<file path="src/design/epl_defines.svh">
`ifndef EPL_DEFINES_SVH
`define EPL_DEFINES_SVH
// Register byte offsets
`define EPL_A_CONFIG   8'h00
`define EPL_A_OUTIMG   8'h04
`define EPL_A_RAMP     8'h08
`define EPL_A_COMMAND  8'h0C
`define EPL_A_STATUS   8'h10
`define EPL_A_MEAS_ID  8'h14
`define EPL_A_MEAS_VAL 8'h18
`define EPL_A_RANGE    8'h1C
`define EPL_A_LOG_SEL  8'h20
`define EPL_A_LOG_DATA 8'h24
`define EPL_A_LOG_PUSH 8'h28
`define EPL_A_TIMING   8'h2C
`define EPL_A_HOURS    8'h30
// Output image bit positions
`define EPL_B_CW    0
`define EPL_B_CCW   1
`define EPL_B_BRAKE 2
`define EPL_B_ACK   3
// Command bit positions
`define EPL_C_START   0
`define EPL_C_END     1
`define EPL_C_DELTRIP 2
`define EPL_C_DELEVT  3
// Timing
`define EPL_CLK_NS      32'd40
`define EPL_MS_NS       32'd1000000
`define EPL_BASE_OFF_MS 17'd100
`define EPL_DWELL_MS    8'h00
`define EPL_TON_MS      8'h00
`define EPL_LED_ON_MS   32'd250
`define EPL_LED_OFF_MS  32'd1750
`define EPL_HOUR_MS     64'd3600000
// Mode identifiers
`define EPL_MODE_PAUSE 8'h01
`define EPL_MODE_READY 8'hFF
// Measured value identifiers and tolerance tags
`define EPL_ID_IA   8'h07
`define EPL_ID_IB   8'h08
`define EPL_ID_IC   8'h09
`define EPL_ID_MEAN 8'h21
`define EPL_ACC_DOM 8'h01
`define EPL_ACC_CLS 8'h11
// Logbooks
`define EPL_DS_TRIP  8'h49
`define EPL_DS_EVENT 8'h4B
`define EPL_DS_ERROR 8'h48
`define EPL_BK_TRIP  2'h0
`define EPL_BK_EVENT 2'h1
`define EPL_BK_ERROR 2'h2
`define EPL_BK_NONE  2'h3
`define EPL_LOG_DEPTH 5'h15
`define EPL_EVT_PAUSE 16'h05F0
// Command results
`define EPL_RES_NONE 2'h0
`define EPL_RES_ACK  2'h1
`define EPL_RES_NAK  2'h2
`endif

</file>
<file path="src/design/epl_pkg.sv">
package epl_pkg;
  // Energy-saving sequencer states
  typedef enum logic [1:0] {
    EPL_RUN   = 2'b00,
    EPL_SWOFF = 2'b01,
    EPL_PAUSE = 2'b10
  } epl_state_t;
endpackage

</file>
<file path="src/design/epl_energy_pause_log.sv">
`timescale 1ns/1ns
`include "epl_defines.svh"
module epl_energy_pause_log #(
  parameter logic [31:0] MS_CYCLES      = `EPL_MS_NS / `EPL_CLK_NS,
  parameter logic [31:0] LED_ON_CYCLES  = `EPL_LED_ON_MS * (`EPL_MS_NS / `EPL_CLK_NS),
  parameter logic [31:0] LED_OFF_CYCLES = `EPL_LED_OFF_MS * (`EPL_MS_NS / `EPL_CLK_NS),
  parameter logic [63:0] HOUR_CYCLES    = `EPL_HOUR_MS * 64'(`EPL_MS_NS / `EPL_CLK_NS),
  parameter logic [31:0] IE_MAX_F32     = 32'h3F800000
) (
  // Clock and reset
  input  wire logic        CLOCK,
  input  wire logic        RSTN,
  // APB slave
  input  wire logic        PSEL,
  input  wire logic        PENABLE,
  input  wire logic        PWRITE,
  input  wire logic [7:0]  PADDR,
  input  wire logic [31:0] PWDATA,
  output logic      [31:0] PRDATA,
  output logic             PREADY,
  output logic             PSLVERR,
  // Pins from outside the clock domain
  input  wire logic        FAULT_IN,
  input  wire logic        MANUAL_MODE,
  input  wire logic        MAN_CW,
  input  wire logic        MAN_CCW,
  input  wire logic        BASE_REV_OK,
  input  wire logic        COMM_REV_OK,
  // Phase currents from measurement logic
  input  wire logic [15:0] PHASE_A,
  input  wire logic [15:0] PHASE_B,
  input  wire logic [15:0] PHASE_C,
  // Motor drive outputs
  output logic             RUN_CW,
  output logic             RUN_CCW,
  output logic             BRAKE,
  output logic             FAULT_ACK,
  // Indicators
  output logic             DEVICE_LED,
  output logic             GROUP_FAULT_LED
);
  // Synchroniser stages for the six pins
  logic [5:0]            in_meta;            // First stage, read only by in_sync
  logic [5:0]            in_sync;            // Second stage
  logic                  fault_s, manual_s, mcw_s, mccw_s, supported;
  // Software registers
  logic                  soft_variant;       // Soft-starter variant present
  logic [7:0]            out_img;            // Output process image
  logic [15:0]           ramp_ms;            // Ramp-down duration
  logic [7:0]            meas_id;            // Selected measured value identifier
  logic [31:0]           range_f32;          // Range tag as float
  logic [7:0]            log_ds;             // Selected logbook data set
  logic [4:0]            log_idx;            // Entry index, 0 = newest
  logic [1:0]            cmd_res;            // Last command result
  // Sequencer
  epl_pkg::epl_state_t   st;
  logic [31:0]           ms_div;             // Millisecond prescaler
  logic [16:0]           off_ms;             // Elapsed switch-off time
  logic [16:0]           off_target;         // Latched switch-off time
  logic [31:0]           led_cnt;
  logic [63:0]           hour_div;
  logic [15:0]           hours;              // Operating hours time stamp
  logic                  fault_pend;         // Stored fault
  logic                  log_pend;           // Pause event awaiting its slot
  // Bus decode
  logic                  setup_acc, wr_acc;
  logic                  cmd_wr, push_wr;
  logic [31:0]           rd_mux;
  logic                  rd_ok;
  // Command evaluation
  logic [16:0]           min_pause;
  logic                  start_ok;
  // Logbooks
  logic [31:0]           log_mem [3][21];
  logic [4:0]            log_wp  [3];
  logic [4:0]            log_cnt [3];
  logic                  wr_en;
  logic [1:0]            wr_bk;
  logic [31:0]           wr_data;
  logic [17:0]           cur_sum;
  logic [15:0]           cur_val;

  // Data set number to logbook, used for reading and pushing
  function automatic logic [1:0] ds_book(input logic [7:0] ds);
    if (ds == `EPL_DS_TRIP) begin
      return `EPL_BK_TRIP;
    end else if (ds == `EPL_DS_EVENT) begin
      return `EPL_BK_EVENT;
    end else if (ds == `EPL_DS_ERROR) begin
      return `EPL_BK_ERROR;
    end
    return `EPL_BK_NONE;
  endfunction

  // Ring slot of entry idx counted back from the newest
  function automatic logic [4:0] ring_slot(input logic [4:0] wp, input logic [4:0] idx);
    logic [5:0] s;
    s = {1'b0, wp} + {1'b0, `EPL_LOG_DEPTH} - 6'h01 - {1'b0, idx};
    return (s >= {1'b0, `EPL_LOG_DEPTH}) ? 5'(s - {1'b0, `EPL_LOG_DEPTH}) : s[4:0];
  endfunction

  // Two-stage synchroniser; pins are asynchronous to CLOCK
  always_ff @(posedge CLOCK or negedge RSTN) begin
    if (!RSTN) begin
      in_meta <= 6'h00;
      in_sync <= 6'h00;
    end else begin
      in_meta <= {COMM_REV_OK, BASE_REV_OK, MAN_CCW, MAN_CW, MANUAL_MODE, FAULT_IN};
      in_sync <= in_meta;
    end
  end
  assign fault_s   = in_sync[0];
  assign manual_s  = in_sync[1];
  assign mcw_s     = in_sync[2];
  assign mccw_s    = in_sync[3];
  assign supported = in_sync[4] & in_sync[5];

  // One wait state: a write lands at the edge with PREADY high
  assign setup_acc = PSEL & PENABLE & ~PREADY;
  assign wr_acc    = PSEL & PENABLE & PREADY & PWRITE;
  assign cmd_wr    = wr_acc && (PADDR == `EPL_A_COMMAND);
  assign push_wr   = wr_acc && (PADDR == `EPL_A_LOG_PUSH);

  // Measured values by identifier
  assign cur_sum = {2'h0, PHASE_A} + {2'h0, PHASE_B} + {2'h0, PHASE_C};
  always_comb begin
    if (meas_id == `EPL_ID_IA) begin
      cur_val = PHASE_A;
    end else if (meas_id == `EPL_ID_IB) begin
      cur_val = PHASE_B;
    end else if (meas_id == `EPL_ID_IC) begin
      cur_val = PHASE_C;
    end else if (meas_id == `EPL_ID_MEAN) begin
      cur_val = 16'(cur_sum / 18'h3);
    end else begin
      cur_val = 16'h0000;
    end
  end

  // Read mux; bus stays served in every state
  always_comb begin
    rd_ok = 1'b1;
    if (PADDR == `EPL_A_CONFIG) begin
      rd_mux = {31'h0, soft_variant};
    end else if (PADDR == `EPL_A_OUTIMG) begin
      rd_mux = {24'h0, out_img};
    end else if (PADDR == `EPL_A_RAMP) begin
      rd_mux = {16'h0, ramp_ms};
    end else if (PADDR == `EPL_A_COMMAND) begin
      rd_mux = {30'h0, cmd_res};
    end else if (PADDR == `EPL_A_STATUS) begin
      // Mode identifier and stored fault stay readable while paused
      rd_mux = {15'h0, DEVICE_LED,
                (st == epl_pkg::EPL_PAUSE) ? `EPL_MODE_PAUSE : `EPL_MODE_READY,
                1'b0, supported, manual_s, fault_pend, cmd_res, st};
    end else if (PADDR == `EPL_A_MEAS_ID) begin
      rd_mux = {24'h0, meas_id};
    end else if (PADDR == `EPL_A_MEAS_VAL) begin
      rd_mux = {`EPL_ACC_DOM, `EPL_ACC_CLS, cur_val};
    end else if (PADDR == `EPL_A_RANGE) begin
      rd_mux = range_f32;
    end else if (PADDR == `EPL_A_LOG_SEL) begin
      rd_mux = {11'h0, (ds_book(log_ds) == `EPL_BK_NONE) ? 5'h00 : log_cnt[ds_book(log_ds)],
                3'h0, log_idx, log_ds};
    end else if (PADDR == `EPL_A_LOG_DATA) begin
      if (ds_book(log_ds) == `EPL_BK_NONE || log_idx >= log_cnt[ds_book(log_ds)]) begin
        rd_mux = 32'h0000_0000;
      end else begin
        rd_mux = log_mem[ds_book(log_ds)][ring_slot(log_wp[ds_book(log_ds)], log_idx)];
      end
    end else if (PADDR == `EPL_A_LOG_PUSH) begin
      rd_mux = 32'h0000_0000;
    end else if (PADDR == `EPL_A_TIMING) begin
      rd_mux = {`EPL_TON_MS, `EPL_DWELL_MS, 16'(off_target)};
    end else if (PADDR == `EPL_A_HOURS) begin
      rd_mux = {16'h0, hours};
    end else begin
      rd_mux = 32'h0000_0000;
      rd_ok  = 1'b0;
    end
  end

  // APB answer registers; unmapped addresses give PSLVERR
  always_ff @(posedge CLOCK or negedge RSTN) begin
    if (!RSTN) begin
      PREADY  <= 1'b0;
      PSLVERR <= 1'b0;
      PRDATA  <= 32'h0000_0000;
    end else begin
      PREADY  <= setup_acc;
      PSLVERR <= setup_acc & ~rd_ok;
      if (setup_acc && !PWRITE) begin
        PRDATA <= rd_mux;
      end
    end
  end

  // Software-written registers
  always_ff @(posedge CLOCK or negedge RSTN) begin
    if (!RSTN) begin
      soft_variant <= 1'b0;
      out_img      <= 8'h00;
      ramp_ms      <= 16'h0000;
      meas_id      <= 8'h00;
      range_f32    <= IE_MAX_F32;
      log_ds       <= 8'h00;
      log_idx      <= 5'h00;
    end else if (wr_acc) begin
      if (PADDR == `EPL_A_CONFIG) begin
        soft_variant <= PWDATA[0];
      end else if (PADDR == `EPL_A_OUTIMG) begin
        out_img <= PWDATA[7:0];
      end else if (PADDR == `EPL_A_RAMP) begin
        ramp_ms <= PWDATA[15:0];
      end else if (PADDR == `EPL_A_MEAS_ID) begin
        meas_id <= PWDATA[7:0];
      end else if (PADDR == `EPL_A_RANGE) begin
        range_f32 <= PWDATA;
      end else if (PADDR == `EPL_A_LOG_SEL) begin
        log_ds  <= PWDATA[7:0];
        log_idx <= PWDATA[12:8];
      end
    end
  end

  // Minimum pause includes the ramp on a soft starter
  assign min_pause = `EPL_BASE_OFF_MS + (soft_variant ? {1'b0, ramp_ms} : 17'h0);
  assign start_ok  = {1'b0, PWDATA[31:16]} >= min_pause;

  // Pause sequencer and command result
  always_ff @(posedge CLOCK or negedge RSTN) begin
    if (!RSTN) begin
      st         <= epl_pkg::EPL_RUN;
      cmd_res    <= `EPL_RES_NONE;
      off_target <= `EPL_BASE_OFF_MS;
    end else if (cmd_wr && (PWDATA[`EPL_C_START] || PWDATA[`EPL_C_END])) begin
      if (!supported || manual_s) begin
        cmd_res <= `EPL_RES_NAK;
      end else if (PWDATA[`EPL_C_END]) begin
        st      <= epl_pkg::EPL_RUN;
        cmd_res <= `EPL_RES_ACK;
      end else if (st != epl_pkg::EPL_RUN) begin
        cmd_res <= `EPL_RES_ACK;
      end else if (start_ok) begin
        // Ramp counts only if the soft starter is switched on now
        off_target <= `EPL_BASE_OFF_MS +
                      ((soft_variant && (RUN_CW || RUN_CCW)) ? {1'b0, ramp_ms} : 17'h0);
        st         <= epl_pkg::EPL_SWOFF;
        cmd_res    <= `EPL_RES_ACK;
      end else begin
        cmd_res <= `EPL_RES_NAK;
      end
    end else if (st == epl_pkg::EPL_SWOFF && off_ms >= off_target) begin
      st <= epl_pkg::EPL_PAUSE;
    end
  end

  // Switch-off timer in milliseconds, restarted on every start from run
  always_ff @(posedge CLOCK or negedge RSTN) begin
    if (!RSTN) begin
      ms_div <= 32'h0;
      off_ms <= 17'h0;
    end else if (st != epl_pkg::EPL_SWOFF) begin
      ms_div <= 32'h0;
      off_ms <= 17'h0;
    end else if (ms_div >= MS_CYCLES - 32'h1) begin
      ms_div <= 32'h0;
      off_ms <= off_ms + 17'h1;
    end else begin
      ms_div <= ms_div + 32'h1;
    end
  end

  // Operating hours counter for time stamps
  always_ff @(posedge CLOCK or negedge RSTN) begin
    if (!RSTN) begin
      hour_div <= 64'h0;
      hours    <= 16'h0;
    end else if (hour_div >= HOUR_CYCLES - 64'h1) begin
      hour_div <= 64'h0;
      hours    <= hours + 16'h1;
    end else begin
      hour_div <= hour_div + 64'h1;
    end
  end

  // Stored fault: pause never clears it, only acknowledge with fault gone
  always_ff @(posedge CLOCK or negedge RSTN) begin
    if (!RSTN) begin
      fault_pend <= 1'b0;
    end else if (fault_s) begin
      fault_pend <= 1'b1;
    end else if (out_img[`EPL_B_ACK] && !manual_s) begin
      fault_pend <= 1'b0;
    end
  end

  // Drive outputs; masking only in auto mode, manual keypad always wins
  always_ff @(posedge CLOCK or negedge RSTN) begin
    if (!RSTN) begin
      RUN_CW          <= 1'b0;
      RUN_CCW         <= 1'b0;
      BRAKE           <= 1'b0;
      FAULT_ACK       <= 1'b0;
      GROUP_FAULT_LED <= 1'b0;
    end else begin
      GROUP_FAULT_LED <= fault_pend;
      if (manual_s) begin
        RUN_CW    <= mcw_s & ~mccw_s;
        RUN_CCW   <= mccw_s & ~mcw_s;
        BRAKE     <= mcw_s ^ mccw_s;
        FAULT_ACK <= 1'b0;
      end else begin
        RUN_CW    <= out_img[`EPL_B_CW] & (st == epl_pkg::EPL_RUN);
        RUN_CCW   <= out_img[`EPL_B_CCW] & (st == epl_pkg::EPL_RUN);
        BRAKE     <= out_img[`EPL_B_BRAKE] & (st == epl_pkg::EPL_RUN);
        FAULT_ACK <= out_img[`EPL_B_ACK];
      end
    end
  end

  // Device LED: steady on when ready, distinct blink when paused
  always_ff @(posedge CLOCK or negedge RSTN) begin
    if (!RSTN) begin
      led_cnt    <= 32'h0;
      DEVICE_LED <= 1'b0;
    end else if (st != epl_pkg::EPL_PAUSE) begin
      led_cnt    <= 32'h0;
      DEVICE_LED <= 1'b1;
    end else if (led_cnt >= LED_ON_CYCLES + LED_OFF_CYCLES - 32'h1) begin
      led_cnt    <= 32'h0;
      DEVICE_LED <= 1'b1;
    end else begin
      led_cnt    <= led_cnt + 32'h1;
      DEVICE_LED <= (led_cnt + 32'h1) < LED_ON_CYCLES;
    end
  end

  // Pause event waits one cycle if software pushes at the same time
  // Set only on the edge at which the sequencer really enters pause
  always_ff @(posedge CLOCK or negedge RSTN) begin
    if (!RSTN) begin
      log_pend <= 1'b0;
    end else if (st == epl_pkg::EPL_SWOFF && off_ms >= off_target &&
                 !(cmd_wr && (PWDATA[`EPL_C_START] || PWDATA[`EPL_C_END]))) begin
      log_pend <= 1'b1;
    end else if (!(push_wr && ds_book(PWDATA[7:0]) != `EPL_BK_NONE)) begin
      // Held only while a valid push takes the write slot
      log_pend <= 1'b0;
    end
  end

  // Entry: signed identifier above, hours stamp below
  always_comb begin
    wr_en   = 1'b0;
    wr_bk   = `EPL_BK_EVENT;
    wr_data = {`EPL_EVT_PAUSE, hours};
    if (push_wr && ds_book(PWDATA[7:0]) != `EPL_BK_NONE) begin
      wr_en   = 1'b1;
      wr_bk   = ds_book(PWDATA[7:0]);
      wr_data = {PWDATA[8] ? 16'(-{1'b0, PWDATA[30:16]}) : {1'b0, PWDATA[30:16]}, hours};
    end else if (log_pend) begin
      wr_en = 1'b1;
    end
  end

  // Entry storage, no reset needed for the array
  always_ff @(posedge CLOCK) begin
    if (wr_en) begin
      log_mem[wr_bk][log_wp[wr_bk]] <= wr_data;
    end
  end

  // Per-book ring pointers; a write in a delete cycle leaves one entry, stored at the old write pointer
  genvar g;
  for (g = 0; g < 3; g++) begin : g_book
    logic del;
    assign del = cmd_wr && ((g == `EPL_BK_TRIP && PWDATA[`EPL_C_DELTRIP]) ||
                            (g == `EPL_BK_EVENT && PWDATA[`EPL_C_DELEVT]));
    always_ff @(posedge CLOCK or negedge RSTN) begin
      if (!RSTN) begin
        log_wp[g]  <= 5'h00;
        log_cnt[g] <= 5'h00;
      end else if (wr_en && wr_bk == 2'(g)) begin
        log_wp[g]  <= del ? 5'h01 :
                      (log_wp[g] == `EPL_LOG_DEPTH - 5'h01) ? 5'h00 : log_wp[g] + 5'h01;
        log_cnt[g] <= del ? 5'h01 :
                      (log_cnt[g] == `EPL_LOG_DEPTH) ? log_cnt[g] : log_cnt[g] + 5'h01;
      end else if (del) begin
        log_wp[g]  <= 5'h00;
        log_cnt[g] <= 5'h00;
      end
    end
  end
endmodule

</file>
<file path="config.mk">
export PLATFORM = sky130hd
export DESIGN_NAME = epl_energy_pause_log
export DESIGN_NICKNAME = d
export VERILOG_FILES = /design/src/design/epl_pkg.sv /design/src/design/epl_energy_pause_log.sv
export VERILOG_INCLUDE_DIRS = /design/src /design/src/design
export SDC_FILE = /design/constraint.sdc
export NUM_CORES = 2
export LEC_CHECK = 0
export BUFFER_PORTS_ARGS = -buffer_cell sky130_fd_sc_hd__buf_4
export CAP_MARGIN = 20
export CORE_AREA = 2 2 305 609
export DETAILED_ROUTE_END_ITERATION = 10
export DIE_AREA = 0 0 307 611
export PLACE_DENSITY = 0.76
export SLEW_MARGIN = 25
export SYNTH_ARGS = -nofsm -noshare
export SYNTH_HDL_FRONTEND = slang
export SYNTH_SLANG_ARGS = --single-unit
</file>
<file path="constraint.sdc">
create_clock -name CLOCK -period 18.15 [get_ports CLOCK]
set_input_delay 0.9075 -clock CLOCK [delete_from_list [all_inputs] [get_ports CLOCK]]
set_output_delay 0.9075 -clock CLOCK [all_outputs]
set_load 0.005 [all_outputs]
</file>
==> metrics.txt <==
# TYPE chip_impl_metric gauge
chip_impl_info{name="regToRegEndpoint",value="PRDATA[9]$_DFFE_PN0P_"} 1
chip_impl_metric{name="cts.repair.resized",unit=""} 0
chip_impl_metric{name="die_x",unit="um"} 307
chip_impl_metric{name="clkTransAtPathRegs",unit="ps"} 70
chip_impl_metric{name="synthesis.area_per_instance",unit="um2"} 13.8
chip_impl_info{name="layout_commonest_cell",value="sky130_fd_sc_hd__edfxtp_1"} 1
chip_impl_metric{name="fmax",unit="GHz"} 0.102
chip_impl_metric{name="buffer_count_from_post_cts_setup_fixing",unit=""} 0
chip_impl_info{name="hold_path_class",value="in2async"} 1
chip_impl_metric{name="cp.required",unit="ps"} 18880
chip_impl_metric{name="global_route.overflow_total",unit=""} 0
chip_impl_metric{name="post_layout_net_count",unit=""} 7554
chip_impl_metric{name="cts_max_path_buffers",unit=""} 4
chip_impl_metric{name="critical_path_peak_fanout",unit=""} 53
chip_impl_metric{name="netlist_instances",unit=""} 7240
chip_impl_info{name="rr_startpoint",value="log_ds[4]$_DFFE_PN0P_"} 1
chip_impl_metric{name="timing_worst_slew_pin_value",unit="ps"} 1180
chip_impl_metric{name="post-route-worst-setup-slack",unit="ps"} 8360
chip_impl_metric{name="die_area",unit="um2"} 188000
chip_impl_metric{name="irDropWorstVdd",unit="uV"} 81.2
chip_impl_info{name="tritoncts",value="yes"} 1
chip_impl_metric{name="ctsHtreeMaxLevel",unit=""} 4
chip_impl_info{name="critical-path-slowest-cell",value="sky130_fd_sc_hd__nor4b_1"} 1
chip_impl_info{name="cpMostUsedCell",value="sky130_fd_sc_hd__buf_4"} 1
chip_impl_metric{name="cts_num_sinks",unit=""} 2360
chip_impl_info{name="status",value="finished, final reports clean"} 1
chip_impl_metric{name="floorplan.core_area",unit="um2"} 183000
chip_impl_metric{name="timing.final.crit_share",unit=""} 0.539
chip_impl_metric{name="drc",unit=""} 0
chip_impl_metric{name="seq_area_frac_synth",unit=""} 0.691
chip_impl_metric{name="multi_input_area",unit="um2"} 29800
chip_impl_metric{name="slowest_delay",unit="ps"} 980
chip_impl_metric{name="fill_cells",unit=""} 13400
chip_impl_metric{name="powerDensity",unit="nW/um2"} 100
chip_impl_metric{name="finalMaxSlewViolations",unit=""} 0
chip_impl_metric{name="report.final.setup_viol",unit=""} 0
chip_impl_info{name="crit_path_start_kind",value="flip-flop"} 1
chip_impl_info{name="layout_common_cells",value="sky130_fd_sc_hd__edfxtp_1 (2,016), sky130_fd_sc_hd__nand2_1 (1,058), sky130_fd_sc_hd__nand3_1 (394)"} 1
chip_impl_metric{name="grt_antenna_before_repair",unit=""} 9
chip_impl_metric{name="gpl.final_weighted_congestion",unit=""} 1.02
chip_impl_info{name="clockRootBuffer",value="sky130_fd_sc_hd__clkbuf_16"} 1
chip_impl_metric{name="numCtsBuffers",unit=""} 197
chip_impl_info{name="rsz_0062_raised_after_global_routing",value="no"} 1
chip_impl_metric{name="worst_r2r_path_depth",unit=""} 30
chip_impl_metric{name="synth.cell_area",unit="um2"} 100000
chip_impl_metric{name="post_synth_num_cell_types",unit=""} 95
chip_impl_metric{name="critPathArrivalTime",unit="ps"} 10520
chip_impl_metric{name="rows",unit=""} 222
chip_impl_metric{name="drt-total-wl",unit="mm"} 307
chip_impl_info{name="setup.worst_path.class",value="reg2reg"} 1
chip_impl_metric{name="largest_net_degree_at_the_start_of_global_routing",unit=""} 187
chip_impl_metric{name="routed_via_count",unit=""} 66500
chip_impl_info{name="synth_top_flop_cell",value="sky130_fd_sc_hd__edfxtp_1"} 1
chip_impl_metric{name="hold_viol",unit=""} 0
chip_impl_metric{name="area_growth_syn_to_layout",unit="%"} 11.2
chip_impl_metric{name="timing.slew.headroom",unit=""} 0.210
chip_impl_info{name="worst_setup_path_endpoint",value="PRDATA[9]$_DFFE_PN0P_"} 1
chip_impl_metric{name="route.detailed.wl_per_inst",unit="um"} 31.1
chip_impl_metric{name="finalCriticalPeriod",unit="ps"} 9790
chip_impl_metric{name="start_util",unit=""} 0.547
chip_impl_metric{name="postCtsHoldBufs",unit=""} 0
chip_impl_metric{name="worst_skew_pair.late_latency",unit="ps"} 910
chip_impl_metric{name="proportion_of_register_bits_with_asynchronous_set_or_reset_after_synthesis",unit=""} 0.146
chip_impl_metric{name="first_global_vias",unit=""} 66300
chip_impl_metric{name="cap_violations",unit=""} 0
chip_impl_metric{name="dp_hpwl",unit="mm"} 181
chip_impl_metric{name="timing.reg2reg.setup_slack",unit="ps"} 8360
chip_impl_metric{name="register_area",unit="um2"} 69200
chip_impl_metric{name="port_buffers",unit=""} 138
chip_impl_metric{name="antenna_left",unit=""} 0
chip_impl_metric{name="number_of_flops_mapped_to_enable_cells_by_yosys",unit=""} 2016
chip_impl_info{name="worst_setup_path_startpoint",value="log_ds[4]$_DFFE_PN0P_"} 1
chip_impl_metric{name="synth_warnings",unit=""} 0
chip_impl_metric{name="yosys_register_bits",unit=""} 2360
chip_impl_metric{name="drt-vias-per-instance",unit=""} 6.75
chip_impl_metric{name="fin_setup_tns",unit="ps"} 0
chip_impl_metric{name="die_height",unit="um"} 611
chip_impl_metric{name="num_io_pins",unit=""} 139
chip_impl_metric{name="pre_cts_ws",unit="ps"} 8840
chip_impl_metric{name="wire_length_of_the_first_global_routing_pass",unit="mm"} 442
chip_impl_metric{name="fin_skew",unit="ps"} 92.2
chip_impl_metric{name="power.leakage",unit="nW"} 37.4
chip_impl_metric{name="drive_gt1_frac",unit=""} 0.135
chip_impl_info{name="worstSetupEndpointType",value="flip-flop"} 1
chip_impl_metric{name="number_of_detailed_route_iterations_in_the_first_pass",unit=""} 7
chip_impl_metric{name="drt-initial-drc-count",unit=""} 8291
chip_impl_metric{name="globalRouteTotalUtil",unit=""} 0.324
==> cell usage after synthesis, types with 80 or more instances <==
cell | count | share of area
sky130_fd_sc_hd__mux2i_1 | 315 | 0.032
sky130_fd_sc_hd__inv_1 | 82 | 0.0031
sky130_fd_sc_hd__a311oi_1 | 94 | 0.0082
sky130_fd_sc_hd__mux2_2 | 80 | 0.0090
sky130_fd_sc_hd__xor2_1 | 95 | 0.0083
sky130_fd_sc_hd__ha_1 | 87 | 0.011
sky130_fd_sc_hd__dfrtp_1 | 334 | 0.084
sky130_fd_sc_hd__clkbuf_1 | 354 | 0.013
sky130_fd_sc_hd__mux4_2 | 130 | 0.029
sky130_fd_sc_hd__nand3_1 | 396 | 0.020
sky130_fd_sc_hd__nand2_1 | 1065 | 0.040
sky130_fd_sc_hd__o211ai_1 | 152 | 0.011
sky130_fd_sc_hd__o221ai_1 | 144 | 0.013
sky130_fd_sc_hd__a31oi_1 | 134 | 0.0084
sky130_fd_sc_hd__edfxtp_1 | 2016 | 0.60
sky130_fd_sc_hd__o21ai_0 | 150 | 0.0075
sky130_fd_sc_hd__nor2_1 | 388 | 0.015
sky130_fd_sc_hd__nor3_1 | 82 | 0.0041
sky130_fd_sc_hd__a21oi_1 | 336 | 0.017
sky130_fd_sc_hd__xnor2_1 | 81 | 0.0071
==> cell type report <==
class                           count  area share
Clock inverter                    115      0.0100
Multi-Input combinational cell   4385       0.268
Antenna cell                        6    0.000135
Clock buffer                      240      0.0473
Inverter                           82     0.00277
Tap cell                         2352      0.0265
Sequential cell                  2360       0.622
Timing Repair Buffer              324      0.0232
==> power by group <==
group	switching (mW)	internal [mW]
Sequential	0.00596	5.81
Combinational	0.711	0.332
Clock	1.94	2.34
Total	2.66	8.49
==> sequential cells by signal, summed over array words and instances (netlist names), 8 cells and up <==
signal / cells
out_img: 8
hour_div: 64
ms_div: 32
range_f32: 32
log_cnt: 15
led_cnt: 32
log_wp: 15
off_target: 17
PRDATA: 32
ramp_ms: 16
hours: 16
meas_id: 8
off_ms: 17
log_mem: 2016
log_ds: 8
==> stage by stage <==
step                      total power [mW]  std cells   util  cell area, um2  hold slack (ps)
final                                 11.1       9864  0.609          111000             35.0
after global routing                  11.4       9859  0.609          111000             79.2
after CTS                             11.1       9857  0.608          111000             48.7
after detailed placement              6.93       9502  0.573          105000              335
after global placement                6.92       9500  0.573          105000              337
after floorplan                       6.60       7289      -          100000              331
==> critical path, delay by kind of cell, from the launching register on <==
family / cells / cell delay (ps)
compound gates: 12 / 3060
xor+xnor: 1 / 130
fa+ha+maj: 3 / 1100
buf+inv: 7 / 2580
flops: 1 / 390
mux: 2 / 650
simple gates: 5 / 1620
==> per-layer routing <==
metal | wire length (um) | share of wire | GRT usage | vias up
met4 | 29300 | 0.095 | 0.257 | 6
li1 | - | - | - | 27900
met1 | 94500 | 0.31 | 0.351 | 33000
met2 | 153000 | 0.50 | 0.556 | 4400
met5 | 40 | 0.00013 | 0 | -
met3 | 30500 | 0.099 | 0.0630 | 1308
==> cells by family after synthesis <==
group	after synthesis	share of synthesized area
AOI/OAI and AO/OA	1352	0.0931
and+or+nand+nor	2174	0.0948
DFF	2360	0.691
xor gates and xnor gates	177	0.0156
muxes	525	0.0698
adders and majority gates	107	0.0147
buffers and inverters	544	0.0210
other	1	0.0000375
==> worst min path at each step <==
| stage | start | endpoint | cells after the start |
|---|---|---|---|
| 2_1_floorplan | in_meta[0]$_DFF_PN0_ | in_sync[0]$_DFF_PN0_ | 0 |
| 3_3_place_gp | in_meta[1]$_DFF_PN0_ | in_sync[1]$_DFF_PN0_ | 0 |
| 3_5_place_dp | in_meta[1]$_DFF_PN0_ | in_sync[1]$_DFF_PN0_ | 0 |
| 4_1_cts | RSTN | hour_div[56]$_DFF_PN0_ | 1 |
| 5_1_grt | RSTN | hour_div[56]$_DFF_PN0_ | 1 |
| 6_report | RSTN | hour_div[56]$_DFF_PN0_ | 1 |
No activity file was read; power rests on OpenSTA's default activity.
